File: config.mk
export PLATFORM = sky130hd
export DESIGN_NAME = dc_capture_input_1_capture
export DESIGN_NICKNAME = d
export VERILOG_FILES = /design/src/inc/dc_capture_pkg.sv /design/src/logic/dc_capture_input_1_capture.sv /design/src/logic/side_snapshot.sv
export SDC_FILE = /design/constraint.sdc
export NUM_CORES = 1
export LEC_CHECK = 0
export BUFFER_PORTS_ARGS = -buffer_cell sky130_fd_sc_hd__buf_2
export CAP_MARGIN = 15
export CORE_MARGIN = 4
export CORE_UTILIZATION = 45
export CTS_CLUSTER_DIAMETER = 50
export DETAILED_ROUTE_END_ITERATION = 12
export PLACE_DENSITY_LB_ADDON = 0.2
export SLEW_MARGIN = 20
export SYNTH_ARGS = -nofsm -noshare
export SYNTH_HDL_FRONTEND = slang
export SYNTH_SLANG_ARGS = --single-unit
File: constraint.sdc
create_clock -name mclk_i -period 3.4 [get_ports mclk_i]
set_clock_uncertainty 0.2 [all_clocks]
set_input_delay 0.17 -clock mclk_i [delete_from_list [all_inputs] [get_ports mclk_i]]
set_output_delay 0.17 -clock mclk_i [all_outputs]
set_load 0.1 [all_outputs]
File: src/inc/dc_capture_pkg.sv
// Constants, register map and address decode shared by the capture block
package dc_capture_pkg;

   // Register byte addresses
   localparam logic [15:0] OFS_CTRL = 16'h09a9;
   localparam logic [15:0] OFS_STAT = 16'h09af;
   localparam logic [15:0] OFS_RISE = 16'h09c0;
   localparam logic [15:0] OFS_FALL = 16'h09c8;
   localparam logic [15:0] OFS_NET_CHG = 16'h09f0;
   localparam logic [15:0] OFS_HOST_START = 16'h09f8;
   localparam logic [15:0] OFS_HOST_CHG = 16'h09fc;

   // Field positions
   localparam int CTRL_RISE_SINGLE_BIT = 0;
   localparam int CTRL_FALL_SINGLE_BIT = 1;
   localparam int STAT_RISE_EVT_BIT = 0;
   localparam int STAT_FALL_EVT_BIT = 1;
   localparam int STAT_PIN_BIT = 2;

   // Reset values
   localparam logic [1:0] CTRL_RESET = 2'h0;
   localparam logic [63:0] TIME64_RESET = 64'h0;
   localparam logic [31:0] TIME32_RESET = 32'h0;

   // Register selected by a byte address
   typedef enum logic [2:0] {
      SEL_NONE = 3'b000,
      SEL_CTRL = 3'b001,
      SEL_STAT = 3'b010,
      SEL_RISE = 3'b011,
      SEL_FALL = 3'b100,
      SEL_NET_CHG = 3'b101,
      SEL_HOST_START = 3'b110,
      SEL_HOST_CHG = 3'b111
   } sel_type;

   // Map a byte address onto the register that holds it
   function automatic sel_type reg_decode(input logic [15:0] a);
      sel_type s;
      s = SEL_NONE;
      if (a == OFS_CTRL) s = SEL_CTRL;
      else if (a == OFS_STAT) s = SEL_STAT;
      else if (a[15:3] == OFS_RISE[15:3]) s = SEL_RISE;
      else if (a[15:3] == OFS_FALL[15:3]) s = SEL_FALL;
      else if (a[15:2] == OFS_NET_CHG[15:2]) s = SEL_NET_CHG;
      else if (a[15:2] == OFS_HOST_START[15:2]) s = SEL_HOST_START;
      else if (a[15:2] == OFS_HOST_CHG[15:2]) s = SEL_HOST_CHG;
      return s;
   endfunction : reg_decode

endpackage : dc_capture_pkg

File: src/logic/dc_capture_input_1_capture.sv
// Capture input 1 edge timestamps and buffer manager event timestamps
`timescale 1ns/1ps
`default_nettype none
module dc_capture_input_1_capture import dc_capture_pkg::*; (
   // Clock and reset
   input wire logic mclk_i,
   input wire logic rst_i,
   // Capture pin and time bases
   input wire logic capture_input_1_i,
   input wire logic [63:0] system_time_i,
   input wire logic [31:0] local_time_i,
   // Acknowledge configuration
   input wire logic ack_owner_select_i,
   input wire logic host_write_ack_en_i,
   // Buffer manager events
   input wire logic frame_start_i,
   input wire logic frame_end_i,
   input wire logic buffer_manager_net_event_i,
   input wire logic buffer_manager_host_start_i,
   input wire logic buffer_manager_host_change_i,
   // Network side byte port
   input wire logic net_rd_i,
   input wire logic net_wr_i,
   input wire logic [15:0] net_addr_i,
   input wire logic [7:0] net_wdata_i,
   output logic [7:0] net_rdata_o,
   // Local host port byte port
   input wire logic host_rd_i,
   input wire logic host_wr_i,
   input wire logic [15:0] host_addr_i,
   input wire logic [7:0] host_wdata_i,
   output logic [7:0] host_rdata_o
);

   logic [2:0] pin_sync_q;
   logic pin_q;
   logic [1:0] ctrl_q;
   logic rise_flag_q;
   logic fall_flag_q;
   logic [63:0] rise_time_q;
   logic [63:0] fall_time_q;
   logic [31:0] frame_start_time_q;
   logic frame_evt_q;
   logic [31:0] net_chg_time_q;
   logic [31:0] host_start_time_q;
   logic [31:0] host_chg_time_q;
   logic rise_edge;
   logic fall_edge;
   logic rise_cap;
   logic fall_cap;
   logic rise_ack;
   logic fall_ack;
   logic host_ack_rd;
   logic host_ack_wr;
   sel_type net_sel;
   sel_type host_sel;
   logic [2:0] stat;

   // Pin synchroniser; a change counts once stages two and three agree
   always_ff @(posedge mclk_i) begin
      if (rst_i) begin
         pin_sync_q <= 3'h0;
         pin_q <= 1'b0;
      end else begin
         pin_sync_q <= {pin_sync_q[1:0], capture_input_1_i};
         if (pin_sync_q[1] == pin_sync_q[2]) pin_q <= pin_sync_q[2];
      end
   end

   // Edge detection and capture enables
   always_comb begin
      net_sel = reg_decode(net_addr_i);
      host_sel = reg_decode(host_addr_i);
      rise_edge = (pin_sync_q[1] == pin_sync_q[2]) && pin_sync_q[2] && !pin_q;
      fall_edge = (pin_sync_q[1] == pin_sync_q[2]) && !pin_sync_q[2] && pin_q;
      rise_cap = rise_edge && !(ctrl_q[CTRL_RISE_SINGLE_BIT] && rise_flag_q);
      fall_cap = fall_edge && !(ctrl_q[CTRL_FALL_SINGLE_BIT] && fall_flag_q);
   end

   // Acknowledge sources; write data plays no part in an acknowledge
   always_comb begin
      host_ack_rd = ack_owner_select_i && !host_write_ack_en_i && host_rd_i;
      host_ack_wr = ack_owner_select_i && host_write_ack_en_i && host_wr_i;
      rise_ack = (!ack_owner_select_i && net_rd_i && net_addr_i == OFS_RISE)
         || ((host_ack_rd || host_ack_wr) && host_addr_i == OFS_RISE);
      fall_ack = (!ack_owner_select_i && net_rd_i && net_addr_i == OFS_FALL)
         || ((host_ack_rd || host_ack_wr) && host_addr_i == OFS_FALL);
   end

   // Control register, written by whichever side owns the latch unit
   always_ff @(posedge mclk_i) begin
      if (rst_i) ctrl_q <= CTRL_RESET;
      else if (!ack_owner_select_i && net_wr_i && net_sel == SEL_CTRL)
         ctrl_q <= net_wdata_i[1:0];
      else if (ack_owner_select_i && host_wr_i && host_sel == SEL_CTRL)
         ctrl_q <= host_wdata_i[1:0];
   end

   // Edge timestamps; no write path exists from either port
   always_ff @(posedge mclk_i) begin
      if (rst_i) begin
         rise_time_q <= TIME64_RESET;
         fall_time_q <= TIME64_RESET;
      end else begin
         if (rise_cap) rise_time_q <= system_time_i;
         if (fall_cap) fall_time_q <= system_time_i;
      end
   end

   // Single-event flags; a new event wins over a same-cycle acknowledge
   always_ff @(posedge mclk_i) begin
      if (rst_i) begin
         rise_flag_q <= 1'b0;
         fall_flag_q <= 1'b0;
      end else begin
         if (!ctrl_q[CTRL_RISE_SINGLE_BIT]) rise_flag_q <= 1'b0;
         else if (rise_edge) rise_flag_q <= 1'b1;
         else if (rise_ack) rise_flag_q <= 1'b0;
         if (!ctrl_q[CTRL_FALL_SINGLE_BIT]) fall_flag_q <= 1'b0;
         else if (fall_edge) fall_flag_q <= 1'b1;
         else if (fall_ack) fall_flag_q <= 1'b0;
      end
   end

   // Network frame event time: stamp at frame start, kept if the frame raised an event
   always_ff @(posedge mclk_i) begin
      if (rst_i) begin
         frame_start_time_q <= TIME32_RESET;
         frame_evt_q <= 1'b0;
         net_chg_time_q <= TIME32_RESET;
      end else begin
         if (frame_start_i) frame_start_time_q <= local_time_i;
         if (frame_start_i || frame_end_i) frame_evt_q <= 1'b0;
         else if (buffer_manager_net_event_i) frame_evt_q <= 1'b1;
         if (frame_end_i && (frame_evt_q || buffer_manager_net_event_i))
            net_chg_time_q <= frame_start_time_q;
      end
   end

   // Host side buffer event times
   always_ff @(posedge mclk_i) begin
      if (rst_i) begin
         host_start_time_q <= TIME32_RESET;
         host_chg_time_q <= TIME32_RESET;
      end else begin
         if (buffer_manager_host_start_i) host_start_time_q <= local_time_i;
         if (buffer_manager_host_change_i) host_chg_time_q <= local_time_i;
      end
   end

   // Status byte view
   assign stat = {pin_q, fall_flag_q, rise_flag_q};

   // Network side read port
   side_snapshot #(.HOST_VIEW(1'b0)) u_net_port (
      .mclk_i(mclk_i),
      .rst_i(rst_i),
      .rd_i(net_rd_i),
      .addr_i(net_addr_i),
      .ctrl_i(ctrl_q),
      .stat_i(stat),
      .rise_i(rise_time_q),
      .fall_i(fall_time_q),
      .net_chg_i(net_chg_time_q),
      .host_start_i(host_start_time_q),
      .host_chg_i(host_chg_time_q),
      .rdata_o(net_rdata_o)
   );

   // Local host port read port
   side_snapshot #(.HOST_VIEW(1'b1)) u_host_port (
      .mclk_i(mclk_i),
      .rst_i(rst_i),
      .rd_i(host_rd_i),
      .addr_i(host_addr_i),
      .ctrl_i(ctrl_q),
      .stat_i(stat),
      .rise_i(rise_time_q),
      .fall_i(fall_time_q),
      .net_chg_i(net_chg_time_q),
      .host_start_i(host_start_time_q),
      .host_chg_i(host_chg_time_q),
      .rdata_o(host_rdata_o)
   );
endmodule : dc_capture_input_1_capture
`default_nettype wire

File: src/logic/side_snapshot.sv
// Per-side read port: upper-bit snapshots and registered byte read data
`timescale 1ns/1ps
`default_nettype none
module side_snapshot import dc_capture_pkg::*; #(
   parameter bit HOST_VIEW = 1'b0
) (
   // Clock and reset
   input wire logic mclk_i,
   input wire logic rst_i,
   // Byte read request from this side
   input wire logic rd_i,
   input wire logic [15:0] addr_i,
   // Live register contents
   input wire logic [1:0] ctrl_i,
   input wire logic [2:0] stat_i,
   input wire logic [63:0] rise_i,
   input wire logic [63:0] fall_i,
   input wire logic [31:0] net_chg_i,
   input wire logic [31:0] host_start_i,
   input wire logic [31:0] host_chg_i,
   // Read data, valid the cycle after rd_i
   output logic [7:0] rdata_o
);

   sel_type sel;
   logic [2:0] idx;
   logic low_byte;
   logic [55:0] snap_rise_q;
   logic [55:0] snap_fall_q;
   logic [23:0] snap_net_q;
   logic [23:0] snap_hstart_q;
   logic [23:0] snap_hchg_q;
   logic [63:0] word;
   logic [7:0] rdata_d;

   // Address decode and byte position; control and status are single bytes at index 0
   always_comb begin
      sel = reg_decode(addr_i);
      idx = 3'h0;
      if (sel == SEL_RISE || sel == SEL_FALL) idx = addr_i[2:0];
      else if (sel == SEL_NET_CHG || sel == SEL_HOST_START || sel == SEL_HOST_CHG)
         idx = {1'b0, addr_i[1:0]};
      low_byte = (idx == 3'h0);
   end

   // Freeze the upper bits when the low byte is read, one set per side
   always_ff @(posedge mclk_i) begin
      if (rst_i) begin
         snap_rise_q <= 56'h0;
         snap_fall_q <= 56'h0;
         snap_net_q <= 24'h0;
         snap_hstart_q <= 24'h0;
         snap_hchg_q <= 24'h0;
      end else if (rd_i && low_byte) begin
         unique case (sel)
            SEL_RISE: snap_rise_q <= rise_i[63:8];
            SEL_FALL: snap_fall_q <= fall_i[63:8];
            SEL_NET_CHG: snap_net_q <= net_chg_i[31:8];
            SEL_HOST_START: snap_hstart_q <= host_start_i[31:8];
            SEL_HOST_CHG: snap_hchg_q <= host_chg_i[31:8];
            SEL_NONE, SEL_CTRL, SEL_STAT: ;
         endcase
      end
   end

   // Low byte comes live, upper bytes from the snapshot; host event times read zero on the network side
   always_comb begin
      word = 64'h0;
      unique case (sel)
         SEL_CTRL: word = {62'h0, ctrl_i};
         SEL_STAT: word = {61'h0, stat_i};
         SEL_RISE: word = {snap_rise_q, rise_i[7:0]};
         SEL_FALL: word = {snap_fall_q, fall_i[7:0]};
         SEL_NET_CHG: word = {32'h0, snap_net_q, net_chg_i[7:0]};
         SEL_HOST_START: word = HOST_VIEW ? {32'h0, snap_hstart_q, host_start_i[7:0]} : 64'h0;
         SEL_HOST_CHG: word = HOST_VIEW ? {32'h0, snap_hchg_q, host_chg_i[7:0]} : 64'h0;
         SEL_NONE: word = 64'h0;
      endcase
      rdata_d = word[{idx, 3'b000} +: 8];
   end

   // Registered read data, zero when no read
   always_ff @(posedge mclk_i) begin
      if (rst_i) rdata_o <= 8'h00;
      else rdata_o <= rd_i ? rdata_d : 8'h00;
   end

endmodule : side_snapshot
`default_nettype wire

==> out/metrics.csv, run 1 <==
metric;value;unit
numCtsBuffers;71;
worst-setup-path-type;in -> reg;
num_io_pins;174;
rsz0062_at_grt;false;
drc;0;
via_count;22200;
layout_worst_path_cycle_share;0.921;
hpwl;56400;µm
power.density;525;nW/µm²
finalMaxSlewViolations;0;
synthDistinctLibCells;60;
p_total;15500;µW
seq_area;12000;µm²
hold_class;in -> reg;
rows;84;
critPathTopFamily;simple AND/OR/NAND/NOR gates;
hold_path_depth;5;
synth_seq_cells;601;
cpPeakStageDelay;0.64;ns
drt_pass1_iterations;6;
clkSinkCount;601;
ys_seq_area_frac;0.496;
r2r_slack;0.56;ns
setup_viol;0;
ys_warn_count;0;
tightest_slew;1.11;ns
antenna_found_initial;1;
reg2reg_from;u_host_port.snap_fall_q[10];
core;53000;µm²
drtIter0Drc;2034;
wire_per_inst;21.6;µm
clockBufferDepth;3;
slew_headroom;0.260;
p_leak;0.0105;µW
netlist_instances;3000;
worstSkewPairLatency;0.61;ns
grt_pass1_wl;128000;µm
ir_worst_vdd;0.383;mV
synthFlopType;dfxtp_1;
grt_max_degree;236;
hold_path_end;u_host_port.rdata_o[2];
max_freq;0.320;GHz
rr_worst_depth;7;
cap_violations;0;
multi_input_area;11400;µm²
start_util;0.458;
synth.avg_cell_area;8.09;µm²
synthArstFlopShare;0;
holdWs;0.0374;ns
crit_path_start;host_addr_i[12];
n_antenna_cell;0;
crit_cells;10;
rr_endpoint;u_host_port.rdata_o[2];
grt-ovfl-total;0;
htree_levels;3;
layout-area-overhead-vs-synth;21.4;%
fp.dieW;240;µm
critPathMostFrequentCell;dlygate4sd3_1;
hold_start;host_addr_i[2];
hold_viol_final;0;
cts_root_buf;clkbuf_16;
critPathRequiredTime;3.76;ns
crit_slowest_cell;or4b_1;
startpoint_type;input port;
grt_pass1_vias;21800;
port_buffers;161;
placed_cells;3693;
ys_top_cells_by_count;nand2_1 (1006), dfxtp_1 (601), a21oi_1 (519);
synth_edf_count;0;
path_clk_slew;0.06;ns
synth_area_leaders;dfxtp_1 (50%), nand2_1 (16%), a21oi_1 (11%);
period_minus_slack;3.13;ns
endpoint_kind;flop;
path_cells;buf_2, or4b_1, buf_4, nor4_2, nand3_1, nor2_1, nand2_1, dlygate4sd3_1, a21oi_1, dlygate4sd3_1;
final_cells;3939;
fin_nets;3356;
synth_top_area_share;0.496;
synth_nets;3160;
routed_via_density;5.63;
wl;84900;µm
drive_gt1_frac;0.130;
yosysTopAreaCell;dfxtp_1;
die-area;57700;µm²
globalplace.congestion;0.997;
fill_cells;4900;
critPathMaxFanout;5;
path_buf_inv;4;
track_usage;0.287;
drtAntennaViolNets;0;
cts_tree;yes;
status;completed;
synth.most_common_cell;nand2_1;
finalSetupTns;0;ns
netlist_area;24300;µm²
die_height;240;µm
ctsResizeCount;0;
arrival;3.49;ns
layout by cell type (no fill, tap or decap), types with 19 or more instances in the layout:
cell type	n
nand2_1	1006
nor3_1	20
dlygate4sd3_1	117
buf_2	156
a21oi_1	518
clkbuf_16	71
buf_4	65
mux2_2	21
mux4_2	19
dfxtp_1	601
mux2i_1	167
o21ai_0	31
nor2_1	126
a22oi_1	22
nand3_1	35
routing by layer:
metal  up-vias  wire length, µm  GRT usage
li1      10500                -          -
met1     10600            34500      0.365
met2       816            39400      0.467
met3       213             5820     0.0516
met4         2             5160      0.155
met5         -               12          0
worst register-to-register path: cells and delay by family, from the launching register on:
family                 cells  cell delay [ns]
AO/OA/AOI/OAI              4             1.16
AND/OR/NAND/NOR            1             0.05
multiplexers               1             0.44
buffers and inverters      1             0.57
flip-flops                 1             0.31
flip-flops by register name (all words and copies together), names as in the netlist, 32 cells and up:
name and count:
rise_time_q 64, net_chg_time_q 32, u_host_port.snap_fall_q 56, fall_time_q 64
u_host_port.snap_rise_q 56, u_net_port.snap_fall_q 56, frame_start_time_q 32, host_chg_time_q 32
u_net_port.snap_rise_q 56, host_start_time_q 32
cell type report:
cell class                      instances  area share
Tap cell                              688      0.0292
Clock buffer                           95      0.0667
Timing Repair Buffer                  358      0.0962
Clock inverter                         33      0.0126
Inverter                                6    0.000764
Multi-Input combinational cell       2158       0.386
Sequential cell                       601       0.408
timing repair:
action                                  4_1_cts  5_1_grt
endpoints found under the setup margin        0        0
endpoints found under the hold margin       285       25
setup buffers                                 0        0
hold buffers                                114        3
logic make-up (layout without fill, tap and decap cells):
kind of cell / count (synthesis) / in the layout / synth area share
adder cells (fa/ha/maj): 2 / 2 / 0.00103
AND/OR/NAND/NOR: 1281 / 1281 / 0.216
buffers and inverters: 241 / 492 / 0.0397
multiplexers: 207 / 207 / 0.0962
AO/OA/AOI/OAI: 668 / 668 / 0.152
flip-flops: 601 / 601 / 0.496
per-stage QoR:
step                setup WS, ns  utilization  cell area, µm²
finish                     0.270        0.556           29500
global route               0.207        0.556           29500
CTS                        0.325        0.555           29400
detailed placement         0.115        0.489           25900
global placement          0.0704        0.489           25900
floorplan                  0.699            -           24300
how the worst max path moves through the flow:
stage | endpoint | slack, ns
after floorplan | u_host_port.rdata_o[2] | 0.70
after global placement | u_host_port.rdata_o[6] | 0.07
after detailed placement | u_host_port.rdata_o[6] | 0.12
after CTS | ctrl_q[1] | 0.33
after global routing | ctrl_q[1] | 0.21
final | ctrl_q[1] | 0.27
power breakdown:
| part | internal, µW | switching, µW | total (µW) |
|---|---|---|---|
| clock | 4430 | 3120 | 7550 |
| sequential | 7140 | 63.3 | 7200 |
| combinational | 298 | 423 | 722 |
No activity file was read; power rests on OpenSTA's default activity.
==> run 2: changes to the inputs <==
--- a/config.mk
+++ b/config.mk
@@ -9,10 +9,12 @@
 export CAP_MARGIN = 15
 export CORE_MARGIN = 4
 export CORE_UTILIZATION = 45
+export CTS_BUF_LIST = sky130_fd_sc_hd__clkbuf_4
 export CTS_CLUSTER_DIAMETER = 50
 export DETAILED_ROUTE_END_ITERATION = 12
 export PLACE_DENSITY_LB_ADDON = 0.2
 export SLEW_MARGIN = 20
 export SYNTH_ARGS = -nofsm -noshare
 export SYNTH_HDL_FRONTEND = slang
+export SYNTH_HIERARCHICAL = 1
 export SYNTH_SLANG_ARGS = --single-unit
==> run 2 against run 1 <==
Compared with the run above: fmax shrank 6.4%; setup slack lost 0.21 ns; total power shrank 6.5%; sequential power is essentially flat; synthesized cell count grew 1.5%; critical endpoint is now u_net_port/rdata_o[3]; largest power group is now sequential cells.
==> out/metrics.csv, run 2 <==
metric;value;unit
hold_class;in -> reg;
status;completed;
via_count;24700;
yosysTopAreaCell;dfxtp_1;
wl;93100;µm
synth_top_area_share;0.480;
synth.avg_cell_area;8.23;µm²
finalSetupTns;0;ns
slew_headroom;0.220;
hold_start;rst_i;
layout-area-overhead-vs-synth;26.9;%
clkSinkCount;601;
hold_viol_final;0;
p_sw;3630;µW
cpPeakStageDelay;0.67;ns
power.density;455;nW/µm²
rsz0062_at_grt;false;
critPathMaxFanout;18;
grt_pass1_vias;24000;
max_freq;0.299;GHz
ys_seq_area_frac;0.480;
cts_root_buf;clkbuf_4;
track_usage;0.304;
synthFlopType;dfxtp_1;
holdWs;0.0830;ns
num_io_pins;174;
tightest_slew;1.17;ns
netlist_area;25100;µm²
crit_slowest_cell;dlygate4sd3_1;
port_buffers;161;
die-area;59500;µm²
mostFrequentLayoutCell;nand2_1;
synth_edf_count;0;
power.share.combinational;0.065;
grt_max_degree;223;
critPathRequiredTime;4.11;ns
path_clk_slew;0.06;ns
multi_input_area;12000;µm²
p_int;10800;µW
drive_gt1_frac;0.174;
clockPowerShare;0.438;
path_buf_inv;6;
start_util;0.455;
synth.most_common_cell;nand2_1;
rows;86;
synth_nets;3205;
arrival;4.05;ns
critPathMostFrequentCell;dlygate4sd3_1;
drt_pass1_iterations;6;
ir_worst_vdd;0.274;mV
fill_cells;5011;
worst-setup-path-type;in -> reg;
drc;0;
hpwl;60200;µm
grt-ovfl-total;0;
grt_pass1_wl;141000;µm
rr_worst_depth;6;
globalplace.congestion;0.966;
post_cts_buffers;0;
endpoint_kind;flop;
finalMaxSlewViolations;0;
antenna_found_initial;4;
path_cells;dlygate4sd3_1, buf_2, nor4b_4, dlygate4sd3_1, buf_4, and2_2, dlygate4sd3_1, o21ai_0, dlygate4sd3_1, a211oi_1;
wire_per_inst;21.1;µm
routed_via_density;5.59;
reg2reg_from;rise_time_q[7];
cts_tree;yes;
fin_nets;3696;
ys_warn_count;6;
core;55100;µm²
critPathTopFamily;buffers and inverters;
drtIter0Drc;2402;
synth_area_leaders;dfxtp_1 (48%), nand2_1 (15%), a21oi_1 (10%);
worstSkewPairLatency;1.02;ns
p_total;14500;µW
ys_top_cells_by_count;nand2_1 (1008), dfxtp_1 (601), a21oi_1 (514);
setup_viol;0;
htree_levels;4;
startpoint_type;input port;
numCtsBuffers;161;
die_height;244;µm
hold_path_end;u_host_port/snap_rise_q[54];
hold_path_depth;3;
synth_seq_cells;601;
clockBufferDepth;3;
fp.dieW;244;µm
p_leak;0.0117;µW
netlist_instances;3045;
synthDistinctLibCells;83;
layout_worst_path_cycle_share;0.983;
seq_power_share;0.498;
synthArstFlopShare;0;
r2r_slack;0.64;ns
reg_top3;fall_time_q x64, rise_time_q x64;
layout_common_cells;nand2_1 (1007), dfxtp_1 (601), a21oi_1 (512);
drtAntennaViolNets;0;
cap_violations;0;
seq_area;12000;µm²
rr_endpoint;u_net_port/rdata_o[7];
period_minus_slack;3.34;ns
power.share.switching;0.251;
## run 2: logic make-up after synthesis
group                      count (synthesis)  synth area share
DFF                                      601             0.480
buffers and inverters                    238            0.0428
adders and majority gates                  2          0.000999
muxes                                    232             0.108
and+or+nand+nor                         1300             0.216
AOI/OAI and AO/OA                        672             0.151
## run 2: worst reg2reg max path, cell delays in order (launching register included)
cell and delay (ns):
dfxtp_1 0.32, mux4_1 0.53, mux2_2 0.28, o21ai_0 0.13
dlygate4sd3_1 0.57, a211oi_1 0.06, dlygate4sd3_1 0.57
## run 2: layer usage
layer | global-route usage | share of wire | up-vias
met4 | 0.117 | 0.031 | 0
li1 | - | - | 11500
met2 | 0.484 | 0.46 | 1102
met1 | 0.405 | 0.43 | 11900
met3 | 0.0686 | 0.086 | 179
met5 | 0 | 0 | -
## run 2: metrics by stage
step                 util  instances  worst slack [ns]  instance area [µm²]
floorplan               -       3045             0.542                25100
global route        0.577       4406            0.0453                31800
finish              0.577       4408            0.0578                31800
global placement    0.487       3831             0.177                26800
CTS                 0.576       4401            0.0123                31800
detailed placement  0.487       3831             0.193                26800
## run 2: worst max path at each step
stage                                      end  depth (start not counted)       startpoint  slack [ns]
finish                   u_net_port/rdata_o[3]                         10   net_addr_i[10]        0.06
CTS                 u_host_port/snap_rise_q[6]                         10  host_addr_i[15]        0.01
detailed placement       u_net_port/rdata_o[6]                          8    net_addr_i[9]        0.19
global route             u_net_port/rdata_o[3]                         10   net_addr_i[10]        0.05
global placement         u_net_port/rdata_o[6]                          8    net_addr_i[9]        0.18
floorplan                u_net_port/rdata_o[3]                          8    net_addr_i[9]        0.54
## run 2: layout make-up
cell class                 instances  share of cell area
antenna                            7            0.000551
clock buffer                     237              0.0560
clock inverter                    43             0.00720
inverter                          13             0.00153
multi-input combinational       2206               0.379
sequential                       601               0.378
tap                              748              0.0294
timing repair buffer             553               0.148
## run 2: power by group through the flow
| stage | combinational (µW) | sequential, µW | clock (µW) |
|---|---|---|---|
| floorplan | 406 | 7330 | 0 |
| global placement | 676 | 7350 | 0 |
| finish | 936 | 7200 | 6330 |
| global route | 1000 | 7200 | 6830 |
| CTS | 915 | 7200 | 6440 |
| detailed placement | 691 | 7350 | 0 |
## run 2: repair_timing
action,CTS,global route
hold buffers,290,0
endpoints found under the setup margin,0,49
resized for setup,0,5
endpoints found under the hold margin,601,0
